File: src/core/edo_pkg.sv
// Purpose: shared constants and types for the edo memory controller
// Assumes: 100 MHz clock; 1M x16 part with 4096 refresh rows
// Notes:   times are kept in their own unit, cycle counts derive from them except COL_SETUP_CYC, given in cycles
package edo_pkg;

  // ----------------------------------------------------------------
  // clock and timing
  // ----------------------------------------------------------------
  localparam int CLK_MHZ        = 100;
  localparam int TMR_W          = 16;
  localparam int T_RCD_NS       = 20;
  localparam int T_AA_NS        = 35;
  localparam int T_RP_NS        = 50;
  localparam int T_RPS_NS       = 130;
  localparam int T_CSR_NS       = 5;
  localparam int T_RAS_NS       = 70;
  localparam int T_RCD_CYC      = (T_RCD_NS * CLK_MHZ + 999) / 1000;
  localparam int T_AA_CYC       = (T_AA_NS * CLK_MHZ + 999) / 1000;
  localparam int T_RP_CYC       = (T_RP_NS * CLK_MHZ + 999) / 1000;
  localparam int T_RPS_CYC      = (T_RPS_NS * CLK_MHZ + 999) / 1000;
  localparam int T_CSR_CYC      = (T_CSR_NS * CLK_MHZ + 999) / 1000;
  localparam int T_RAS_CYC      = (T_RAS_NS * CLK_MHZ + 999) / 1000;
  localparam int COL_SETUP_CYC  = 1;
  localparam int RAS_LOW_MAX_NS = 10000;
  localparam int RAS_LOW_MAX_CYC = RAS_LOW_MAX_NS * CLK_MHZ / 1000;

  // ----------------------------------------------------------------
  // power-up, refresh and self refresh
  // ----------------------------------------------------------------
  localparam int PWRUP_US       = 200;
  localparam int PWRUP_CYC      = PWRUP_US * CLK_MHZ;
  localparam int SR_ENTRY_US    = 100;
  localparam int SR_ENTRY_CYC   = SR_ENTRY_US * CLK_MHZ;
  localparam int INIT_REF_CNT   = 8;
  localparam int REF_ROWS       = 4096;
  localparam int REF_PERIOD_MS  = 64;
  localparam int REF_INT_CYC    = REF_PERIOD_MS * 1000 * CLK_MHZ / REF_ROWS;

  // ----------------------------------------------------------------
  // geometry and phases
  // ----------------------------------------------------------------
  localparam int ADDR_W         = 20;
  localparam int PIN_W          = 12;
  localparam int COL_W          = 8;
  localparam logic [1:0] SR_OFF  = 2'h0;
  localparam logic [1:0] SR_PRE  = 2'h1;
  localparam logic [1:0] SR_HOLD = 2'h2;
  localparam logic [1:0] SR_POST = 2'h3;

  typedef enum logic [3:0] {
    S_PWR     = 4'h0,
    S_IDLE    = 4'h1,
    S_ACT     = 4'h2,
    S_COL     = 4'h3,
    S_CAS     = 4'h4,
    S_PRE     = 4'h5,
    S_CBR_CAS = 4'h6,
    S_CBR_RAS = 4'h7,
    S_SR_HOLD = 4'h8
  } edo_state_t;

endpackage

File: src/core/edo_ctrl.sv
// Purpose: host controller driving an async edo dram through its pins
// Assumes: user holds req_i and its fields until ack_o
// Notes:   closed-row policy, early write only, cbr refresh only
// Function
// wait 200us, then eight refreshes before access
// early write keeps device outputs off
// late write gives read-modify-write
// avoid write enable between early and late
// read keeps write enable high past strobes
// late column strobe: access from column strobe
// late column address: access from address
// read drives bytes selected by strobes
// write lane only under its own strobe
// byte data setup/hold per own strobe
// early write data taken at strobe fall
// column address latched on first strobe
// read data ends at later strobe rise
// refresh every row within refresh period
// row strobe low at most 10us
// column strobe before row starts refresh
// long cbr hold enters self refresh
// full refresh burst around self refresh
// page precharge from last rise to fall
// device counter supplies cbr row address
// row strobe high means standby, data off
`timescale 1ns/1ps
module edo_ctrl
  import edo_pkg::*;
#(
  parameter int PWRUP_CYCLES = edo_pkg::PWRUP_CYC,
  parameter int SR_CYCLES    = edo_pkg::SR_ENTRY_CYC,
  parameter int ROWS         = edo_pkg::REF_ROWS,
  parameter int REF_INT      = edo_pkg::REF_INT_CYC
) (
  input  wire logic                      clk_i,
  input  wire logic                      rst_i,
  input  wire logic                      req_i,
  input  wire logic                      req_we_i,
  input  wire logic [1:0]                req_be_i,
  input  wire logic [edo_pkg::ADDR_W-1:0] req_addr_i,
  input  wire logic [15:0]               req_wdata_i,
  input  wire logic                      sr_req_i,
  output logic                           ready_o,
  output logic                           ack_o,
  output logic [15:0]                    rdata_o,
  output logic                           sr_active_o,
  output logic                           ras_n_o,
  output logic                           lower_byte_col_strobe_n_o,
  output logic                           upper_byte_col_strobe_n_o,
  output logic                           we_n_o,
  output logic                           oe_n_o,
  output logic [edo_pkg::PIN_W-1:0]      address_pins_o,
  input  wire logic [15:0]               data_pins_i,
  output logic [15:0]                    data_pins_o,
  output logic                           data_pins_oe_o
);
  import edo_pkg::*;

  // ----------------------------------------------------------------
  // state
  // ----------------------------------------------------------------
  edo_state_t        state_ff;
  edo_state_t        nxt_state;
  logic [TMR_W-1:0]  tmr_val;
  logic              tmr_done;
  logic [3:0]        init_cnt_ff;
  logic [12:0]       burst_cnt_ff;
  logic [1:0]        sr_ph_ff;
  logic [TMR_W-1:0]  ref_cnt_ff;
  logic              ref_pend_ff;
  logic              pwr_arm_ff;
  logic              wr_ff;
  logic [1:0]        be_ff;
  logic [ADDR_W-1:0] addr_ff;

  wire init_done = (init_cnt_ff == 4'(INIT_REF_CNT));
  wire burst_end = (burst_cnt_ff == 13'(ROWS));
  wire ref_hit   = (ref_cnt_ff == TMR_W'(REF_INT - 1));
  wire cbr_go    = !init_done || ref_pend_ff || (sr_ph_ff != SR_OFF);
  wire take      = (state_ff == S_IDLE) && !cbr_go && !sr_req_i && req_i;
  wire cas_end   = (state_ff == S_CAS) && tmr_done;
  wire cbr_end   = (state_ff == S_CBR_RAS) && tmr_done;
  wire ras_low   = (nxt_state == S_ACT) || (nxt_state == S_COL) || (nxt_state == S_CAS) ||
                   (nxt_state == S_CBR_RAS) || (nxt_state == S_SR_HOLD);
  wire cbr_cas   = (nxt_state == S_CBR_CAS) || (nxt_state == S_CBR_RAS) || (nxt_state == S_SR_HOLD);
  wire acc_cas   = (nxt_state == S_CAS);
  wire col_ph    = (nxt_state == S_COL) || acc_cas;
  // addr_ff loads on the edge the row strobe falls, so the row comes from the request then
  wire [PIN_W-1:0] row_addr = take ? req_addr_i[ADDR_W-1:COL_W] : addr_ff[ADDR_W-1:COL_W];
  // one address setup cycle before the strobes fall, so both lanes see it
  wire [PIN_W-1:0] nxt_addr = (nxt_state == S_ACT) ? row_addr :
                              col_ph ? PIN_W'(addr_ff[COL_W-1:0]) : '0;

  // ----------------------------------------------------------------
  // sequencing
  // ----------------------------------------------------------------
  always_comb
  begin
    nxt_state = state_ff;
    case (state_ff)
      S_PWR:     if (tmr_done && !pwr_arm_ff) nxt_state = S_CBR_CAS;
      S_IDLE:    if (cbr_go) nxt_state = S_CBR_CAS;
                 else if (take) nxt_state = S_ACT;
      S_ACT:     if (tmr_done) nxt_state = S_COL;
      S_COL:     if (tmr_done) nxt_state = S_CAS;
      S_CAS:     if (tmr_done) nxt_state = S_PRE;
      S_PRE:     if (tmr_done) nxt_state = S_IDLE;
      S_CBR_CAS: if (tmr_done) nxt_state = S_CBR_RAS;
      S_CBR_RAS: if (tmr_done) nxt_state = (sr_ph_ff == SR_HOLD) ? S_SR_HOLD : S_PRE;
      S_SR_HOLD: if (tmr_done && !sr_req_i) nxt_state = S_PRE;
      default:   nxt_state = S_IDLE;
    endcase
  end

  always_comb
  begin
    case (nxt_state)
      S_PWR:     tmr_val = TMR_W'(PWRUP_CYCLES - 1);
      S_ACT:     tmr_val = TMR_W'(T_RCD_CYC - 1);
      S_COL:     tmr_val = TMR_W'(COL_SETUP_CYC - 1);
      // strobe width covers the later of strobe and address access
      S_CAS:     tmr_val = TMR_W'(T_AA_CYC - 1);
      // closed row: every access ends in precharge, so column precharge is never shorter
      S_PRE:     tmr_val = (state_ff == S_SR_HOLD) ? TMR_W'(T_RPS_CYC - 1) : TMR_W'(T_RP_CYC - 1);
      S_CBR_CAS: tmr_val = TMR_W'(T_CSR_CYC - 1);
      S_CBR_RAS: tmr_val = TMR_W'(T_RAS_CYC - 1);
      S_SR_HOLD: tmr_val = TMR_W'(SR_CYCLES - T_RAS_CYC - 1);
      default:   tmr_val = '0;
    endcase
  end

  // first cycle out of reset arms the power-up wait
  wire tmr_load = (nxt_state != state_ff) || pwr_arm_ff;

  edo_tmr #(
    .W      (TMR_W)
  ) u_tmr (
    .clk_i  (clk_i),
    .rst_i  (rst_i),
    .load_i (tmr_load),
    .val_i  (tmr_val),
    .done_o (tmr_done)
  );

  always_ff @(posedge clk_i or posedge rst_i)
  begin
    if (rst_i)
    begin
      state_ff    <= S_PWR;
      init_cnt_ff <= '0;
      ref_cnt_ff  <= '0;
      ref_pend_ff <= 1'b0;
      pwr_arm_ff  <= 1'b1;
    end
    else
    begin
      state_ff    <= nxt_state;
      pwr_arm_ff  <= 1'b0;
      init_cnt_ff <= (cbr_end && !init_done) ? init_cnt_ff + 4'h1 : init_cnt_ff;
      ref_cnt_ff  <= ref_hit ? '0 : ref_cnt_ff + 1'b1;
      // set wins over the clear taken when a refresh starts
      ref_pend_ff <= ref_hit || (ref_pend_ff && !(state_ff == S_IDLE && nxt_state == S_CBR_CAS));
    end
  end

  // ----------------------------------------------------------------
  // self refresh phases and burst count
  // ----------------------------------------------------------------
  always_ff @(posedge clk_i or posedge rst_i)
  begin
    if (rst_i)
    begin
      sr_ph_ff     <= SR_OFF;
      burst_cnt_ff <= '0;
    end
    else if (state_ff == S_IDLE && init_done && sr_ph_ff == SR_OFF && sr_req_i && !ref_pend_ff)
    begin
      sr_ph_ff     <= SR_PRE;
      burst_cnt_ff <= '0;
    end
    else if (state_ff == S_SR_HOLD && nxt_state == S_PRE)
    begin
      sr_ph_ff     <= SR_POST;
      burst_cnt_ff <= '0;
    end
    else if (cbr_end && (sr_ph_ff == SR_PRE || sr_ph_ff == SR_POST))
      burst_cnt_ff <= burst_cnt_ff + 13'h1;
    else if (state_ff == S_IDLE && burst_end && sr_ph_ff == SR_PRE)
      sr_ph_ff     <= SR_HOLD;
    else if (state_ff == S_IDLE && burst_end && sr_ph_ff == SR_POST)
      sr_ph_ff     <= SR_OFF;
  end

  // ----------------------------------------------------------------
  // request capture and pins
  // ----------------------------------------------------------------
  always_ff @(posedge clk_i or posedge rst_i)
  begin
    if (rst_i)
    begin
      wr_ff       <= 1'b0;
      be_ff       <= '0;
      addr_ff     <= '0;
      data_pins_o <= '0;
    end
    else if (take)
    begin
      wr_ff       <= req_we_i;
      be_ff       <= req_be_i;
      addr_ff     <= req_addr_i;
      data_pins_o <= req_wdata_i;
    end
  end

  always_ff @(posedge clk_i or posedge rst_i)
  begin
    if (rst_i)
    begin
      ras_n_o                   <= 1'b1;
      lower_byte_col_strobe_n_o <= 1'b1;
      upper_byte_col_strobe_n_o <= 1'b1;
      we_n_o                    <= 1'b1;
      oe_n_o                    <= 1'b1;
      address_pins_o            <= '0;
      data_pins_oe_o            <= 1'b0;
      ready_o                   <= 1'b0;
      ack_o                     <= 1'b0;
      rdata_o                   <= '0;
      sr_active_o               <= 1'b0;
    end
    else
    begin
      ras_n_o                   <= !ras_low;
      lower_byte_col_strobe_n_o <= !(cbr_cas || (acc_cas && be_ff[0]));
      upper_byte_col_strobe_n_o <= !(cbr_cas || (acc_cas && be_ff[1]));
      // we falls a cycle ahead of the strobes, never late, so no undefined cycle
      we_n_o                    <= !(col_ph && wr_ff);
      oe_n_o                    <= !(acc_cas && !wr_ff);
      address_pins_o            <= nxt_addr;
      data_pins_oe_o            <= col_ph && wr_ff;
      ready_o                   <= (nxt_state == S_IDLE) && init_done && (sr_ph_ff == SR_OFF);
      ack_o                     <= cas_end;
      rdata_o                   <= (cas_end && !wr_ff) ? data_pins_i : rdata_o;
      sr_active_o               <= (nxt_state == S_SR_HOLD);
    end
  end

  // ----------------------------------------------------------------
  // checks
  // ----------------------------------------------------------------
  logic [TMR_W-1:0] ras_lo_cnt_ff;
  always_ff @(posedge clk_i or posedge rst_i)
  begin
    if (rst_i)
      ras_lo_cnt_ff <= '0;
    else
      ras_lo_cnt_ff <= ras_low ? ras_lo_cnt_ff + 1'b1 : '0;  // clear on the edge the strobe rises
  end
  wire any_cas_n = lower_byte_col_strobe_n_o && upper_byte_col_strobe_n_o;
endmodule // edo_ctrl

File: src/core/edo_tmr.sv
// Purpose: down counter timing each controller phase
// Assumes: load has priority over counting
// Notes:   done_o is high while the count sits at zero
`timescale 1ns/1ps
module edo_tmr #(
  parameter int W = 16
) (
  input  wire logic         clk_i,
  input  wire logic         rst_i,
  input  wire logic         load_i,
  input  wire logic [W-1:0] val_i,
  output logic              done_o
);

  logic [W-1:0] cnt_ff;

  always_ff @(posedge clk_i or posedge rst_i)
  begin
    if (rst_i)
      cnt_ff <= '0;
    else if (load_i)
      cnt_ff <= val_i;
    else if (cnt_ff != '0)
      cnt_ff <= cnt_ff - 1'b1;
  end

  // no load term: the caller derives load from done, which would close a loop
  assign done_o = (cnt_ff == '0);

endmodule // edo_tmr

File: config.mk
export PLATFORM = sky130hd
export DESIGN_NAME = edo_ctrl
export DESIGN_NICKNAME = d
export VERILOG_FILES = /design/src/core/edo_pkg.sv /design/src/core/edo_ctrl.sv /design/src/core/edo_tmr.sv
export SDC_FILE = /design/constraint.sdc
export NUM_CORES = 1
export LEC_CHECK = 0
export BUFFER_PORTS_ARGS = -buffer_cell sky130_fd_sc_hd__clkbuf_2
export CAP_MARGIN = 20
export CORE_ASPECT_RATIO = 0.7
export CORE_MARGIN = 8
export CORE_UTILIZATION = 35
export CTS_CLUSTER_SIZE = 14
export DETAILED_ROUTE_END_ITERATION = 12
export GPL_TIMING_DRIVEN = 0
export PLACE_DENSITY = 0.68
export SLEW_MARGIN = 0
export SYNTH_ARGS = -nofsm -noshare
export SYNTH_HDL_FRONTEND = slang
export SYNTH_SLANG_ARGS = --single-unit
File: constraint.sdc
create_clock -name clk_i -period 4.03 [get_ports clk_i]
set_input_delay 0.806 -clock clk_i [delete_from_list [all_inputs] [get_ports clk_i]]
set_output_delay 0.806 -clock clk_i [all_outputs]
set_load 0.03 [all_outputs]
# After elaboration in Yosys (flattened, before gate mapping)
# Cells that the tools add are included.
[totals]
in_bits = 59
memories = 0
latchBits = 0
regBits = 133
rom_bits = 0
out_inout_bits = 53
mem_bits_rw = 0
word_cells = 141
[op_classes]
bitwise_logic = 0
addsub = 4
multipliers = 0
div = 0
eq_ne = 24
n_mux = 28
n_reduce_logical = 62
magnitude_cmp = 0
n_shift = 0
[op_table]
columns = ["cell", "count"]
rows = [
  ["15-bit one-hot mux with 6 select lines", 1],
  ["16-bit 2-to-1 mux", 3],
  ["4-bit 2-to-1 mux", 12],
  ["13-bit 2-to-1 mux", 3],
  ["4-bit one-hot mux with 9 select lines", 1],
  ["4-bit by 3-bit equality test with 1-bit output, second input constant", 8],
  ["1-bit logical AND", 26],
  ["12-bit 2-to-1 mux", 2],
  ["16-bit by 1-bit adder with 16-bit output, second input constant", 1],
  ["16-bit by 11-bit equality test with 1-bit output, second input constant", 1],
  ["4-bit by 2-bit equality test with 1-bit output, second input constant", 4],
  ["16-bit logical NOT", 1],
  ["16-bit nonzero test", 1],
  ["16-bit by 1-bit subtractor with 16-bit output, second input constant", 1],
  ["1-bit logical OR", 14],
  ["13-bit by 1-bit adder with 13-bit output, second input constant", 1],
  ["13-bit equality test, second input constant", 1],
  ["4-bit equality test, second input constant", 3],
  ["1-bit logical NOT", 12],
  ["2-bit 2-to-1 mux", 5],
  ["4-bit by 1-bit equality test with 1-bit output, second input constant", 2],
  ["4-bit logical NOT", 2],
  ["8-bit 2-to-1 mux", 1],
  ["4-bit by 1-bit adder with 4-bit output, second input constant", 1],
  ["9 further kinds", 11],
]

# Logic depth before layout (Yosys ltp)
# Gate-level depths: netlist of the first run.
[logic_depth]
depth_word = 17
mapped_depth = 10
mapped_depth_nobuf = 10

# Hierarchy
# From an unflattened synthesis of the first run, not the netlist that was laid out.
[hier_totals]
cells_unflattened = 577
area_unflattened_um2 = 6079.6
[modules_own_cells]
columns = ["module", "n_inst", "area_per_inst_um2", "seq_area_each_um2", "cells_per_inst"]
rows = [
  ["edo_ctrl", 1, 5086.1, 2935.3, 475],
  ["edo_tmr", 1, 993.5, 400.4, 102],
]

# Worst setup path after synthesis of the first run
# OpenSTA, ideal clock, no wires.
[synth_timing]
path_kind = "register -> register"
startpoint = "register u_tmr.cnt_ff[0]"
endpoint = "register address_pins_o[0] (netlist name)"
setup_ps = 64
n_path_buf = 1
required_time_ps = 3966
t_arrival_ps = 2647
synth_period_minus_slack_ps = 2711
setup_slack_ps = 1319
path_stages_with_launch = 11
path_cell_list = "dfrtp_1 > inv_1 > ha_1 > or4b_1 > nor4_4 > a21oi_2 > a211o_1 > buf_6 > or3_4 > o21ai_4 > a22o_2"
[synth_between]
elab_chain_len = 8
elab_cells_between_ends = 18
cone_classes = "eq/ne (3); mux (11); reduce/logical (4)"
[synth_rtl]
columns = ["item", "line", "rtl"]
rows = [
  ["start: declaration", "edo_tmr.sv:15", "logic [W-1:0] cnt_ff;"],
  ["start signal: assignment", "edo_tmr.sv:22", "cnt_ff <= val_i;"],
  ["start signal: assignment", "edo_tmr.sv:24", "cnt_ff <= cnt_ff - 1'b1;"],
  ["16-bit logical NOT *", "edo_tmr.sv:28", "assign done_o = (cnt_ff == '0);"],
  ["1-bit logical AND, on equally long branches", "edo_ctrl.sv:110, edo_ctrl.sv:101", ""],
  ["4-bit 2-to-1 mux, on equally long branches", "edo_ctrl.sv:110, edo_ctrl.sv:101", ""],
  ["4-bit one-hot mux with 9 select lines *", "edo_ctrl.sv:100", "case (state_ff)"],
  ["named net nxt_state[2]", "edo_ctrl.sv:63", "edo_state_t nxt_state;"],
  ["4-bit by 2-bit equality test with 1-bit output / 4-bit by 3-bit equality test with 1-bit output (equally long branches)", "edo_ctrl.sv:87, edo_ctrl.sv:86", ""],
  ["1-bit logical OR", "edo_ctrl.sv:87", "wire col_ph = (nxt_state == S_COL) || acc_cas;"],
  ["8-bit 2-to-1 mux", "edo_ctrl.sv:92", "col_ph ? PIN_W'(addr_ff[COL_W-1:0]) : '0;"],
  ["12-bit 2-to-1 mux *", "edo_ctrl.sv:91", "wire [PIN_W-1:0] nxt_addr = (nxt_state == S_ACT) ? row_addr :"],
  ["named net nxt_addr[0]", "edo_ctrl.sv:91", ""],
  ["end signal: assignment", "edo_ctrl.sv:239", "address_pins_o <= nxt_addr;"],
  ["end: declaration", "edo_ctrl.sv:52", "output logic [edo_pkg::PIN_W-1:0] address_pins_o,"],
]
# Mark *: on every way through the listed nets, which the timed path passes. The rest lies on a longest branch.
# A chain may end at the register's enable or synchronous reset.

# Worst setup path after layout of the first run
[layout_timing]
startpoint = "register u_tmr.cnt_ff[0]"
endpoint = "register address_pins_o[11] (netlist name)"
[layout_between]
elab_chain_len = 6
elab_cells_between_ends = 14
cone_classes = "eq/ne (1); mux (10); reduce/logical (3)"
[layout_rtl]
columns = ["item", "line"]
rows = [
  ["16-bit logical NOT *", "edo_tmr.sv:28"],
  ["1-bit logical AND, on equally long branches", "edo_ctrl.sv:110, edo_ctrl.sv:101"],
  ["4-bit 2-to-1 mux, on equally long branches", "edo_ctrl.sv:110, edo_ctrl.sv:101"],
  ["4-bit one-hot mux with 9 select lines *", "edo_ctrl.sv:100"],
  ["named net nxt_state[0]", "edo_ctrl.sv:63"],
  ["4-bit by 2-bit equality test with 1-bit output *", "edo_ctrl.sv:91"],
  ["12-bit 2-to-1 mux *", "edo_ctrl.sv:91"],
  ["named net nxt_addr[11]", "edo_ctrl.sv:91"],
]
# Marks and branches as above.

==> impl_metrics.py, run 1 <==
metrics = {
    "cts": {
        "root_buffer": "clkbuf_16",
        "cts_buffers": 17,
        "tritoncts": "yes",
        "cts_sinks": 133,
        "cts_htree_levels": 4,
        "clk_pin_slew_ns": 0.06,
        "post_cts_buffers": 0,
        "cts_hold_buf": 0,
        "cts_resized": 0,
        "clk_latency_ns": 0.41,
        "cts_buffer_depth": 2,
    },
    "sta": {
        "skew_ns": 0.00757,
        "finalCritPeriodShare_pct": 84.7,
        "timing.slew.headroom_pct": 45.1,
        "hold_violations": 0,
        "finalSetupTns_ns": 0,
        "rsz0062_at_grt": "false",
        "tightestPinTransition_ns": 0.817,
        "finalMaxSlewViolations": 0,
        "finalSetupViolCount": 0,
        "fin_crit_ns": 3.41,
        "fmax_ghz": 0.293,
    },
    "yosys": {
        "ys_top_cells_by_count": "dfrtp_1 (127), mux2_2 (56), nor2_1 (42)",
        "ys.flop_type": "dfrtp_1",
        "synthesis.nets": 574,
        "ys_types": 68,
        "avgSynthCellArea_um2": 11.9,
        "yosysMostFrequentCell": "dfrtp_1",
        "async_flop_share_pct": 100,
        "synthCells": 507,
        "ys_top_cells_by_area": "dfrtp_1 (53%), mux2_2 (10%), xnor2_1 (3.3%)",
        "netlist_area_um2": 6010,
        "synth_top_cell_by_area": "dfrtp_1",
        "ys_warn_count": 0,
        "yosys_register_bits": 133,
        "synth_top_area_share_pct": 52.9,
        "synth-edff-count": 0,
        "ys_seq_area_share_pct": 55.5,
    },
    "route": {
        "drt_iter0_drc": 311,
        "ant_nets": 0,
        "vias_per_cell": 4.98,
        "drt-total-wl_mm": 13.4,
        "drc_errors": 0,
        "wl_per_cell_um": 15.1,
        "dr.pass1.iters": 4,
        "vias": 4408,
    },
    "floorplanning": {
        "pin_count": 112,
        "die_h_um": 126,
        "initial_core_util_pct": 35.4,
        "rows": 40,
        "core_area_um2": 17000,
        "fp.dieArea_um2": 21700,
        "die_x_um": 173,
    },
    "finish": {
        "drive_above_1_share_pct": 37.4,
        "antenna_cells": 0,
        "area_growth_pct": 26.1,
        "num-nets-final": 709,
        "fillers": 1586,
        "final_cells": 886,
        "final_area_um2": 7580,
    },
    "setup_path": {
        "arrival_ns": 3.76,
        "critPathLaunchType": "flop",
        "critical_path_class": "reg2reg",
        "worstPathMaxFanout": 10,
        "reg2reg_slack_ns": 0.62,
        "end_kind": "flop",
        "worstPathRequired_ns": 4.37,
    },
    "power_and_ir_drop": {
        "power_density_nw_per_um2": 638,
        "total_leakage_power_nw": 3.64,
        "ir_drop_mv": 0.312,
    },
    "global_route": {
        "grt_usage_pct": 12.5,
        "grt_max_degree": 44,
        "grt_pass1_vias": 4393,
        "grt.overflow.total": 0,
        "grt_pass1_wl_mm": 22.4,
        "antenna_found_initial": 0,
    },
    "hold_path": {
        "hold_path_class": "in2async",
    },
    "job": {
        "maxCapViolCount": 0,
    },
    "place": {
        "io_buffers": 111,
        "dp.final_hpwl_mm": 9.83,
        "dp_cells": 854,
        "routabilityCongestion": 0.810,
        "dpl_cell_area_um2": 6930,
    },
    "outcome": {
        "status": "completed",
    },
}
-- cell type report --
type | count | area [um2] | share of cell area [%]
Tap cell | 231 | 289 | 3.81
Multi-Input combinational cell | 346 | 2560 | 33.8
Buffer | 15 | 68.8 | 0.908
Inverter | 13 | 52.6 | 0.693
Clock inverter | 15 | 225 | 2.97
Sequential cell | 133 | 3340 | 44.0
Clock buffer | 17 | 425 | 5.61
Timing Repair Buffer | 116 | 626 | 8.25
-- per-layer routing --
layer  global-route usage, %  part of all wire [%]
met2                    17.5                    43
met1                    17.7                    50
met4                    4.65                   1.6
met3                    4.09                   6.3
met5                       0                     0
-- final timing paths --
kind / startpoint / endpoint / cells past startpoint
setup / recovery: u_tmr.cnt_ff[0] / address_pins_o[11] / 10
hold / removal: rst_i / data_pins_o[10] / 2
setup reg to reg: u_tmr.cnt_ff[0] / address_pins_o[11] / 10
hold reg to reg: ref_cnt_ff[15] / ref_cnt_ff[15] / 1
max in group asynchronous: rst_i / oe_n_o / 5
min in group clk_i: ref_cnt_ff[15] / ref_cnt_ff[15] / 1
-- placed cells by master (no fill, tap or decap), drive strengths merged, types with 4 or more instances in the layout --
| cell | synthesis | final |
|---|---|---|
| a21oi | 17 | 17 |
| a22o | 8 | 8 |
| and2 | 9 | 9 |
| and3 | 9 | 9 |
| buf | 8 | 13 |
| bufinv | 0 | 5 |
| clkbuf | 7 | 135 |
| clkinv | 1 | 4 |
| clkinvlp | 0 | 5 |
| dfrtp | 127 | 127 |
| dfstp | 6 | 6 |
| ha | 8 | 8 |
| inv | 12 | 14 |
| mux2 | 56 | 56 |
| nand2 | 30 | 30 |
| nand2b | 5 | 5 |
| nand3 | 12 | 12 |
| nand4 | 11 | 11 |
| nor2 | 42 | 42 |
| nor3 | 13 | 13 |
| nor4 | 14 | 14 |
| o21ai | 19 | 19 |
| or3 | 8 | 8 |
| or4 | 5 | 5 |
| xnor2 | 23 | 23 |
| xor2 | 16 | 16 |
-- registers in the layout, indices dropped and copies added, names as in the netlist --
signal	count
pwr_arm_ff	1
state_ff	4
be_ff	2
ras_n_o	1
init_cnt_ff	4
address_pins_o	12
ref_cnt_ff	16
sr_ph_ff	2
wr_ff	1
ref_pend_ff	1
u_tmr.cnt_ff	16
rdata_o	16
sr_active_o	1
data_pins_o	16
ack_o	1
addr_ff	20
burst_cnt_ff	13
data_pins_oe_o	1
upper_byte_col_strobe_n_o	1
oe_n_o	1
ready_o	1
we_n_o	1
lower_byte_col_strobe_n_o	1
-- power by group --
part           switching [W]  leakage, nW  internal, W  total [W]
Sequential          0.000122         1.72      0.00152    0.00164
Combinational       0.000966         1.61     0.000530    0.00150
Clock               0.000592        0.306      0.00110    0.00169
-- worst max-delay path, stage by stage (launching register included) --
cell	delay [ns]
dfrtp_1	0.39
inv_1	0.13
ha_1	0.18
nor4b_2	0.39
nand2_1	0.26
o41a_1	0.47
nor3_2	0.50
inv_1	0.27
nor3_2	0.32
buf_2	0.28
and2_1	0.16
-- kinds of logic after synthesis --
logic type	Yosys count	synth area share, %
other	1	0.0624
muxes	59	11.0
buffers and inverters	28	1.96
AOI/OAI and AO/OA	68	7.84
adders and majority gates	8	1.66
and+or+nand+nor	171	16.3
xor gates and xnor gates	39	5.68
DFF	133	55.5
-- through the flow --
stage	total power (W)	setup slack, ns	utilization [%]	hold slack, ns
floorplan	0.00276	1.32	-	0.432
global placement	0.00313	0.569	40.4	0.461
detailed placement	0.00316	0.645	40.9	0.464
CTS	0.00487	0.625	44.7	0.449
global route	0.00510	0.396	44.7	0.468
finish	0.00483	0.618	44.7	0.443
(Power assumes the default switching activity.)
==> run 2: changes to the inputs <==
ABC_AREA = 1   (was not set)
PLACE_DENSITY = 0.67   (was 0.68)
clock period = 2.9 ns   (was 4.03 ns; I/O delays follow)
==> impl_metrics.py, run 2 <==
metrics = {
    "finish": {
        "antenna_cells": 0,
        "final_cells": 1124,
        "regMostFlops": "addr_ff",
        "largest_reg_flops": 20,
        "drive_above_1_share_pct": 26.2,
        "final_common_cell": "nand2_1",
        "num-nets-final": 942,
        "mostFrequentLayoutCells": "nand2_1 (225), dfrtp_1 (127), clkbuf_2 (111)",
        "area_growth_pct": 23.6,
    },
    "floorplanning": {
        "rows": 41,
        "initial_core_util_pct": 35.7,
        "die_h_um": 129,
        "die_x_um": 178,
        "core_area_um2": 18000,
        "fp.dieArea_um2": 23100,
        "pin_count": 112,
    },
    "sta": {
        "hold_violations": 0,
        "skew_ns": 0.0135,
        "timing.slew.headroom_pct": 55.1,
        "finalCritPeriodShare_pct": 88.3,
        "finalMaxSlewViolations": 0,
        "whs_ns": 0.145,
        "rsz0062_at_grt": "false",
        "tightestPinTransition_ns": 0.668,
        "finalSetupViolCount": 0,
        "fin_crit_ns": 2.56,
        "fmax_ghz": 0.391,
    },
    "setup_path": {
        "rr_worst_depth": 15,
        "worstPathRequired_ns": 3.21,
        "critical_path_class": "reg2reg",
        "critPathLaunchType": "flop",
        "worstPathMaxFanout": 9,
        "end_kind": "flop",
        "arrival_ns": 2.87,
    },
    "yosys": {
        "ys_top_cells_by_count": "nand2_1 (225), dfrtp_1 (127), inv_1 (79)",
        "synthCells": 741,
        "synthesis.nets": 808,
        "ys.flop_type": "dfrtp_1",
        "synth-edff-count": 0,
        "synth_top_cell_by_area": "dfrtp_1",
        "async_flop_share_pct": 100,
        "ys_types": 46,
        "yosysMostFrequentCell": "nand2_1",
        "avgSynthCellArea_um2": 8.69,
        "ys_seq_area_share_pct": 51.8,
        "ys_warn_count": 0,
        "netlist_area_um2": 6440,
        "yosys_register_bits": 133,
        "ys_top_cells_by_area": "dfrtp_1 (49%), nand2_1 (13%), inv_1 (4.6%)",
        "synth_top_area_share_pct": 49.4,
    },
    "route": {
        "drc_errors": 0,
        "drt-total-wl_mm": 15.3,
        "vias": 5275,
        "wl_per_cell_um": 13.6,
        "dr.pass1.iters": 4,
        "drt_iter0_drc": 439,
        "ant_nets": 0,
        "vias_per_cell": 4.69,
    },
    "cts": {
        "cts_buffer_depth": 2,
        "post_cts_buffers": 0,
        "cts_buffers": 17,
        "root_buffer": "clkbuf_16",
        "cts_resized": 0,
        "tritoncts": "yes",
        "clk_pin_slew_ns": 0.07,
        "cts_hold_buf": 0,
        "cts_htree_levels": 4,
        "clk_latency_ns": 0.42,
        "cts_sinks": 133,
    },
    "global_route": {
        "grt.overflow.total": 0,
        "antenna_found_initial": 0,
        "grt_pass1_vias": 5148,
        "grt_usage_pct": 13.9,
        "grt_max_degree": 41,
        "grt_pass1_wl_mm": 25.9,
    },
    "outcome": {
        "status": "completed",
    },
    "place": {
        "routabilityCongestion": 0.858,
        "io_buffers": 111,
        "dp_cells": 1092,
        "dp.final_hpwl_mm": 11.4,
    },
    "power_and_ir_drop": {
        "total_leakage_power_nw": 4.18,
        "p_total_w": 0.00623,
        "power_density_nw_per_um2": 783,
        "ir_drop_mv": 0.389,
    },
    "job": {
        "maxCapViolCount": 0,
    },
    "hold_path": {
        "hold_path_class": "in2async",
    },
}
-- run 2: cell type report --
class | count | area [um2]
clock inverter | 15 | 158
sequential | 133 | 3340
inverter | 90 | 343
clock buffer | 17 | 425
buffer | 13 | 66.3
timing repair buffer | 115 | 636
multi-input combinational | 505 | 2700
tap | 236 | 295
fill | 1751 | 10100
-- run 2: path summary, 6_finish.rpt --
kind / slack (ns) / startpoint / endpoint
setup reg to reg: 0.34 / init_cnt_ff[0] / address_pins_o[6]
max in group asynchronous: 1.82 / rst_i / ref_cnt_ff[11]
min in group clk_i: 0.35 / req_addr_i[4] / addr_ff[4]
setup / recovery: 0.34 / init_cnt_ff[0] / address_pins_o[6]
hold / removal: 0.14 / rst_i / rdata_o[10]
hold reg to reg: 0.47 / addr_ff[4] / address_pins_o[4]
-- run 2: routing by layer --
| metal | vias to the layer above | wire length (um) | GRT usage [%] |
|---|---|---|---|
| met5 | - | 0 | 0 |
| met4 | 0 | 176 | 4.30 |
| met3 | 15 | 1310 | 4.53 |
| met2 | 176 | 6400 | 19.0 |
| met1 | 2437 | 7420 | 20.1 |
| li1 | 2647 | - | - |
-- run 2: kinds of logic after synthesis --
logic type                 synth area share [%]
buffers and inverters                      6.30
xor gates and xnor gates                   2.31
and+or+nand+nor                            30.8
other                                    0.0583
DFF                                        51.8
muxes                                      2.80
AOI/OAI and AO/OA                          4.32
adders and majority gates                  1.56
-- run 2: power breakdown --
group	switching (W)	internal (W)	total, W
clock	0.000930	0.00122	0.00215
sequential	0.000115	0.00204	0.00216
combinational	0.00131	0.000614	0.00192
-- run 2: stage by stage --
stage	area, um2	setup TNS [ns]	utilization [%]	setup slack [ns]
2_1_floorplan	6440	0	-	0.674
3_3_place_gp	7290	-33.94	40.5	-0.276
3_5_place_dp	7370	0	40.9	0.364
4_1_cts	7950	0	44.2	0.320
5_1_grt	7950	0	44.2	0.00809
6_report	7950	0	44.2	0.340
-- run 2: worst max-delay path, cell delays in order, from the launching register on --
cell and delay (ns):
dfrtp_1 0.39, inv_1 0.11, ha_1 0.15, nand3_1 0.19
nor2_2 0.23, nand2_1 0.09, nand2_1 0.09, o21ai_0 0.09
nor2_1 0.21, nand3_4 0.18, nand2_1 0.16, inv_2 0.07
nor2_1 0.22, inv_2 0.14, nand2_1 0.08, nand2_1 0.06
